==> src/hdl/rmr_pkg.sv <==
// Package for the reset mode and software reset controller.
// Assumes a 10 MHz system clock and a serial command deserialiser elsewhere.
package rmr_pkg;

  // ------------------------------------------------------------
  // Timing
  // ------------------------------------------------------------
  localparam int CLK_HZ = 10_000_000;
  localparam int SW_RST_US = 250;
  localparam int SW_RST_CYC = SW_RST_US * (CLK_HZ / 1_000_000);
  localparam int POR_MS = 100;
  localparam int POR_CYC = POR_MS * (CLK_HZ / 1000);

  // ------------------------------------------------------------
  // Commands
  // ------------------------------------------------------------
  localparam int CMD_W = 16;
  localparam logic [15:0] CMD_SW_RESET = 16'hfe00;
  localparam logic [7:0] CMD_FIFO_MODE_HI = 8'hca;
  localparam int MODE_BIT = 0;

  typedef enum logic {
    RMR_SENSITIVE,
    RMR_NORMAL
  } rmr_mode_e;

  typedef enum logic [1:0] {
    RMR_ST_POR,
    RMR_ST_SW,
    RMR_ST_RUN
  } rmr_state_e;

  // Analog supply comparator results
  typedef struct packed {
    logic rise_fast;
    logic ramp_diff;
    logic below_sens;
    logic below_norm;
  } rmr_supply_s;

endpackage

==> src/hdl/rmr_ctrl.sv <==
// Reset mode selection, supply glitch reset and software reset decoding.
// Assumes supply comparators are synchronous inputs and the serial command
// word arrives complete with a one-cycle strobe at chip select release.
`timescale 1ns/1ps

module rmr_ctrl
  import rmr_pkg::*;
#(
  parameter int POR_CYCLES = POR_CYC,
  parameter int SW_CYCLES = SW_RST_CYC
)
(
  input wire logic clk_i,
  input wire logic sys_rst_i,
  input wire rmr_supply_s supply_i,
  input wire logic cmd_valid_i,
  input wire logic [CMD_W-1:0] cmd_word_i,
  output logic chip_rst_o,
  output logic normal_mode_o,
  output logic cmd_busy_o
);

  // ------------------------------------------------------------
  // State
  // ------------------------------------------------------------
  rmr_state_e state;
  rmr_mode_e mode;
  logic [31:0] cnt;
  logic glitch_hit;
  logic fall_hit;
  logic cmd_ok;

  // Glitch path is gated off entirely in normal mode
  assign glitch_hit = (mode == RMR_SENSITIVE) && supply_i.rise_fast
    && supply_i.ramp_diff;
  assign fall_hit = (mode == RMR_SENSITIVE) ? supply_i.below_sens
    : supply_i.below_norm;
  // Strobe only comes after full word and deselect
  assign cmd_ok = cmd_valid_i && (state == RMR_ST_RUN);

  // ------------------------------------------------------------
  // Reset sequencing
  // ------------------------------------------------------------
  always_ff @(posedge clk_i)
  begin
    if (sys_rst_i || glitch_hit || fall_hit)
    begin
      state <= RMR_ST_POR;
      cnt <= 32'h0;
    end
    else
    begin
      unique case (state)
        RMR_ST_POR:
        begin
          if (cnt >= 32'(POR_CYCLES - 1))
          begin
            state <= RMR_ST_RUN;
            cnt <= 32'h0;
          end
          else
            cnt <= cnt + 32'h1;
        end
        RMR_ST_SW:
        begin
          if (cnt >= 32'(SW_CYCLES - 1))
          begin
            state <= RMR_ST_RUN;
            cnt <= 32'h0;
          end
          else
            cnt <= cnt + 32'h1;
        end
        RMR_ST_RUN:
        begin
          if (cmd_ok && cmd_word_i == CMD_SW_RESET
              && mode == RMR_SENSITIVE)
          begin
            state <= RMR_ST_SW;
            cnt <= 32'h0;
          end
        end
      endcase
    end
  end

  // ------------------------------------------------------------
  // Reset mode register
  // ------------------------------------------------------------
  always_ff @(posedge clk_i)
  begin
    if (sys_rst_i || state != RMR_ST_RUN)
      mode <= RMR_SENSITIVE;
    else if (cmd_ok && cmd_word_i[15:8] == CMD_FIFO_MODE_HI
             && cmd_word_i[MODE_BIT])
      mode <= RMR_NORMAL;
  end

  // ------------------------------------------------------------
  // Outputs
  // ------------------------------------------------------------
  always_ff @(posedge clk_i)
  begin
    if (sys_rst_i)
    begin
      chip_rst_o <= 1'b1;
      normal_mode_o <= 1'b0;
      cmd_busy_o <= 1'b1;
    end
    else
    begin
      chip_rst_o <= (state != RMR_ST_RUN);
      normal_mode_o <= (mode == RMR_NORMAL);
      cmd_busy_o <= (state == RMR_ST_POR);
    end
  end

endmodule // rmr_ctrl

==> config.mk <==
export PLATFORM = sky130hd
export DESIGN_NAME = rmr_ctrl
export DESIGN_NICKNAME = d
export VERILOG_FILES = /design/src/hdl/rmr_pkg.sv /design/src/hdl/rmr_ctrl.sv
export SDC_FILE = /design/constraint.sdc
export NUM_CORES = 1
export LEC_CHECK = 0
export ABC_AREA = 1
export CAP_MARGIN = 20
export CORE_ASPECT_RATIO = 0.8
export CORE_MARGIN = 5
export CORE_UTILIZATION = 45
export CTS_BUF_LIST = sky130_fd_sc_hd__clkbuf_4 sky130_fd_sc_hd__clkbuf_8
export DETAILED_ROUTE_END_ITERATION = 7
export DONT_BUFFER_PORTS = 1
export GPL_ROUTABILITY_DRIVEN = 0
export MAX_ROUTING_LAYER = met4
export PLACE_DENSITY = 0.64
export SETUP_SLACK_MARGIN = 0.15
export SLEW_MARGIN = 15
export SYNTH_ARGS = -nofsm -noshare
export SYNTH_HDL_FRONTEND = slang
export SYNTH_SLANG_ARGS = --single-unit
==> constraint.sdc <==
create_clock -name clk_i -period 3.4 [get_ports clk_i]
set_clock_uncertainty 0.1 [all_clocks]
set_input_delay 0.51 -clock clk_i [delete_from_list [all_inputs] [get_ports clk_i]]
set_output_delay 0.51 -clock clk_i [all_outputs]
set_load 0.02 [all_outputs]
==> impl_metrics.yaml, run 1 <==
detailed_routing:
  via_count: 1650
  vias_per_cell: 4.622
  drc: 0
  finalWirelength_um: 3854
  detailedRoute.firstPassIterationCount: 4
  avgRoutedWirePerCell_um: 10.80
  final_antenna_net_count: 0
  dr.first_iter.drc_count: 75
floorplanning:
  core_area_um2: 4230
  initial_core_util_pct: 46.79
  rows: 21
  io_pins: 26
  dieArea_um2: 5833
  die_h_um: 69.32
  die_x_um: 84.15
timing:
  setup_viol: 0
  hold_viol_final: 0
  fin_setup_tns_ns: 0
  holdWs_ns: 0.2061
  finalCritPeriodShare_pct: 70.47
  max_freq_mhz: 417.4
  maxSlewHeadroom_pct: 32.30
  rsz0062_at_grt: "false"
  worst_pin_slew_ns: 1.016
  finalCriticalPeriod_ns: 2.396
  slew_violations: 0
pwr:
  comb_power_share_pct: 2.1
  clkPwrFrac_pct: 43.7
  cellPowerDensity_nw_per_um2: 390.8
  p_int_w: 0.0006564
  seqPwrFrac_pct: 54.2
  p_leak_nw: 0.8734
  swShare_pct: 20.38
  max-vdd-ir-drop_mv: 0.2074
  power_switching_w: 0.0001680
yosys:
  yosys_register_bits: 38
  syn_area_per_cell_um2: 6.642
  synth_edf_count: 0
  synthTopCellsByArea: "dfxtp_1, nand2_1, nor2_1"
  netlist_instances: 298
  yosys.area.top_type: "dfxtp_1"
  synth_commonest_cells: "nand2_1, nor2_1, dfxtp_1"
  synth.most_common_cell: "nand2_1"
  synth_nets: 325
  syn_area_um2: 1979
  ys.flop_type: "dfxtp_1"
  synth_top_area_share_pct: 38.43
  yosysSeqAreaShare_pct: 38.43
  synth.distinct_cells: 26
  yosys_warnings: 0
  ys_async_sr_fraction_pct: 0
clock_network:
  path_clk_slew_ns: 0.08
  cts_setup_buffers: 0
  htreeDepth: 2
  cts_buffer_depth: 2
  clock-sinks: 38
  postCtsHoldBufs: 0
  cts-root-buf: "clkbuf_8"
  clk_latency_ns: 0.28
  numCtsBuffers: 5
  cts_tree: "yes"
  post_cts_resized: 0
final_layout:
  utilization_pct: 49.87
  n_fill_cell: 433
  nNetsFinal: 326
  drive_gt1_share_pct: 9.000
  num_antenna_cells: 0
  fin_area_um2: 2110
  syn_to_final_growth_pct: 6.574
  stdcell_count: 357
place:
  placed_area_um2: 1999
  placedCellCount: 349
  portBuffers: 0
  dp_hpwl_um: 2808
grt:
  grt_overflow: 0
  grt.busiest_layer: "met1"
  grt_util_met2_pct: 18.91
  grt_pass1_wl_um: 6534
  grt_pass1_vias: 1444
  grtUsageMet1_pct: 20.48
  gr-usage-met3_pct: 3.800
  grt_usage_pct: 14.14
  grt_max_degree: 27
  antenna_found_initial: 0
worst_setup_path:
  cp_slowest_cell: "nand2_2"
  start_kind: "flip-flop"
  cp-end-kind: "flip-flop"
  r2r_slack_ns: 1.00
  max_stage_delay_ns: 0.41
  critical_path.max_fanout: 26
  required_ns: 3.52
  cp_cell_sequence: "inv_1 -> ha_1 -> nand2_1 -> inv_1 -> nand2_1 -> nor2_1 -> nand3b_1 -> nand2_2 -> inv_1 -> o21ai_0 -> nand2_1 -> nor2_1"
  cp_data_arrival_time_ns: 2.52
  crit_type: "flip-flop to flip-flop"
  path_delay_family: "simple AND/OR/NAND/NOR gates"
  path_buf_inv: 3
outcome:
  status: "complete, no violations"
run:
  maxCapViolations: 0
min_path:
  min_path_type: "input port to flip-flop"
[per-layer routing]
layer | wire length (um) | part of all wire (%)
met1 | 2094 | 54
met4 | 24 | 0.62
met2 | 1576 | 41
met5 | 0 | 0
met3 | 159 | 4.1
[cell usage in the layout (no fill, tap or decap), types with 4 or more instances in the layout]
master    count
dfxtp_1      38
nand4_1       4
nor2_2        5
nand3_1      16
nand2_2       4
nor3_1        8
inv_1        35
nand2_1      81
xor2_1        9
nor2_1       63
clkbuf_8      8
ha_1          4
o21ai_0       4
[worst register-to-register path: stages, from the launching register on]
cell,delay (ns)
dfxtp_1,0.32
inv_1,0.10
ha_1,0.23
nand2_1,0.06
inv_1,0.07
nand2_1,0.05
nor2_1,0.09
nand3b_1,0.09
nand2_2,0.41
inv_1,0.39
o21ai_0,0.25
nand2_1,0.07
nor2_1,0.10
[logic make-up after synthesis]
logic type,after synthesis,share of synthesized area [%]
XOR/XNOR,9,3.983
flip-flops,38,38.43
AND/OR/NAND/NOR,190,41.34
AO/OA/AOI/OAI,12,3.540
adder cells (fa/ha/maj),4,2.529
buffers and inverters,45,10.18
[per-stage QoR]
step,setup slack (ns),power [W]
finish,1.004,0.0008244
global route,0.7151,0.0008658
CTS,1.011,0.0008367
detailed placement,1.036,0.0004746
global placement,0.9691,0.0004744
floorplan,1.693,0.0004731
[area by class of cell]
cell class / instances / area, um^2 / share of cell area, %
Sequential cell: 38 / 760.7 / 36.06
Multi-Input combinational cell: 215 / 1017 / 48.22
Tap cell: 57 / 71.32 / 3.381
Timing Repair Buffer: 1 / 7.507 / 0.3559
Clock buffer: 8 / 110.1 / 5.219
Inverter: 38 / 142.6 / 6.762
[power by group through the flow]
stage,Combinational (W),Sequential [W],Clock [W]
after floorplan,0.0000163,0.000457,0
after global placement,0.0000174,0.000457,0
after detailed placement,0.0000176,0.000457,0
after CTS,0.0000177,0.000446,0.000373
after global routing,0.0000201,0.000447,0.000399
final,0.0000174,0.000447,0.000360
[sequential cells by signal, summed over array words and instances, names as in the netlist]
signal,cells
mode,1
cnt,32
normal_mode_o,1
cmd_busy_o,1
chip_rst_o,1
state,2
[final timing paths]
check / from / endpoint / cells after the start
worst max register to register: state[0] / cnt[3] / 12
worst max-delay path: state[0] / cnt[3] / 12
worst min-delay path: sys_rst_i / normal_mode_o / 1
worst min register to register: cnt[30] / cnt[30] / 2
Power figures use the tool's default switching activity.
==> run 2, diff against run 1 <==
ABC_AREA = 0   (was 1)
clock period = 2.25 ns   (was 3.4 ns; I/O delays follow)
==> impl_metrics.yaml, run 2 <==
detailed_routing:
  dr.first_iter.drc_count: 116
  avgRoutedWirePerCell_um: 17.51
  drc: 0
  via_count: 2203
  finalWirelength_um: 6182
  final_antenna_net_count: 0
  detailedRoute.firstPassIterationCount: 4
  vias_per_cell: 6.241
timing:
  hold_viol_final: 0
  setup_viol: 34
  setup_slack_ns: -0.2302
  finalCriticalPeriod_ns: 2.480
  holdWs_ns: 0.02873
  worst_pin_slew_ns: 0.5687
  slew_violations: 0
  rsz0062_at_grt: "true"
  finalCritPeriodShare_pct: 110.2
  maxSlewHeadroom_pct: 61.10
  max_freq_mhz: 403.2
pwr:
  p_int_w: 0.0009616
  seqPwrFrac_pct: 54.6
  cellPowerDensity_nw_per_um2: 432.5
  comb_power_share_pct: 4.6
  max-vdd-ir-drop_mv: 0.4431
  swShare_pct: 22.17
  clkPwrFrac_pct: 40.9
  p_leak_nw: 0.9081
  power_switching_w: 0.0002739
grt:
  antenna_found_initial: 0
  grt_overflow: 0
  grt_pass1_wl_um: 8866
  grt_max_degree: 33
  grtUsageMet1_pct: 25.35
  grt_util_met2_pct: 27.67
  gr-usage-met3_pct: 3.492
  grt_pass1_vias: 1876
  grt_usage_pct: 18.18
  grt.busiest_layer: "met2"
yosys:
  netlist_instances: 255
  synth.distinct_cells: 44
  yosys_warnings: 0
  yosys.area.top_type: "dfxtp_1"
  synthTopCellsByArea: "dfxtp_1, a21oi_1, inv_1"
  synth.most_common_cell: "dfxtp_1"
  synth_nets: 282
  syn_area_per_cell_um2: 8.238
  ys_async_sr_fraction_pct: 0
  synth_commonest_cells: "dfxtp_1, a21oi_1, inv_1"
  synth_top_area_share_pct: 36.21
  yosys_register_bits: 38
  synth_edf_count: 0
  ys.flop_type: "dfxtp_1"
  syn_area_um2: 2101
  yosysSeqAreaShare_pct: 36.21
floorplanning:
  core_area_um2: 4542
  die_h_um: 71.11
  die_x_um: 86.39
  initial_core_util_pct: 46.25
  dieArea_um2: 6143
  io_pins: 26
  rows: 22
worst_setup_path:
  cp_data_arrival_time_ns: 2.61
  r2r_slack_ns: -0.23
  cp-end-kind: "flip-flop"
  critical_path.max_fanout: 9
  required_ns: 2.38
  start_kind: "flip-flop"
  crit_type: "flip-flop to flip-flop"
run:
  maxCapViolations: 0
place:
  post-place-ws_ns: -0.3709
  dp_hpwl_um: 3956
  placed_area_um2: 2421
  portBuffers: 0
final_layout:
  n_fill_cell: 388
  largest_reg_flops: 32
  syn_to_final_growth_pct: 35.97
  largest-register: "cnt"
  mostFrequentLayoutCell: "dfxtp_1"
  final_cell_mix: "dfxtp_1, buf_4, inv_1"
  drive_gt1_share_pct: 32.76
  fin_area_um2: 2856
  reg.largest.list: "cnt x32, state x2"
  nNetsFinal: 319
  num_antenna_cells: 0
outcome:
  violations: "setup timing"
  status: "complete, but fails checks"
clock_network:
  numCtsBuffers: 5
  clock-sinks: 38
  clk_latency_ns: 0.29
  htreeDepth: 2
  postCtsHoldBufs: 0
  cts-root-buf: "clkbuf_8"
  path_clk_slew_ns: 0.08
  cts_buffer_depth: 2
  cts_tree: "yes"
min_path:
  min_path_type: "input port to flip-flop"
run 2: changes by cell type after synthesis, moves of 9 or more:
cell	change
nand2_1	-67
nor2_1	-55
a21oi_1	+27
inv_1	-14
or3_1	+10
o31ai_1	+9
run 2: logic make-up after synthesis:
family,synth area share [%]
simple gates,27.64
compound gates,25.19
flops,36.21
buf+inv,7.266
fa+ha+maj,2.382
xor+xnor,0.8340
mux,0.4765
run 2: worst max-delay path, stage by stage, from the launching register on:
cell and delay (ns):
dfxtp_2 0.32, or4_1 0.40, or4b_4 0.58, o21a_4 0.25, buf_12 0.13, or4_1 0.50, a21oi_1 0.13
run 2: metrics by stage:
| stage | std cells | total power (W) | util, % | TNS, ns |
|---|---|---|---|---|
| 2_1_floorplan | 255 | 0.0007099 | - | -4.224 |
| 3_3_place_gp | 335 | 0.0007185 | 53.31 | -7.774 |
| 3_5_place_dp | 335 | 0.0007188 | 53.31 | -9.203 |
| 4_1_cts | 345 | 0.001213 | 56.89 | -7.215 |
| 5_1_grt | 353 | 0.001275 | 62.89 | -7.693 |
| 6_report | 353 | 0.001235 | 62.89 | -5.147 |
run 2: area by class of cell:
| cell class | instances | area, um^2 | area share (%) |
|---|---|---|---|
| Clock inverter | 1 | 5.005 | 0.1752 |
| Timing Repair Buffer | 44 | 439.2 | 15.37 |
| Sequential cell | 38 | 762.0 | 26.68 |
| Tap cell | 60 | 75.07 | 2.628 |
| Inverter | 21 | 78.83 | 2.760 |
| Multi-Input combinational cell | 182 | 1406 | 49.23 |
| Clock buffer | 7 | 90.09 | 3.154 |
run 2: final timing paths:
path | start | cells after the start | end
worst min-delay path | sys_rst_i | 1 | normal_mode_o
worst max-delay path | mode | 6 | cnt[24]
worst max register to register | mode | 6 | cnt[24]
worst min register to register | cnt[31] | 2 | cnt[31]
run 2: timing repair:
action                     in CTS  in global routing
cloned                          1                  4
resized for setup               7                 42
hold endpoints to repair        0                  0
pin swaps                       5                 27
setup endpoints to repair      34                 34
setup buffers                   1                  4
run 2: metal layers:
layer	share of wire [%]	vias up	routed length, um
met5	0	-	0
li1	-	1059	-
met1	46	1069	2838
met2	47	70	2879
met4	0.95	0	59
met3	6.5	5	404
run 2: power groups by stage:
stage / Sequential [W] / Clock [W] / Combinational [W]
finish: 0.000674 / 0.000505 / 0.0000563
global placement: 0.000690 / 0 / 0.0000286
detailed placement: 0.000690 / 0 / 0.0000288
floorplan: 0.000691 / 0 / 0.0000194
global route: 0.000674 / 0.000542 / 0.0000593
CTS: 0.000674 / 0.000509 / 0.0000301
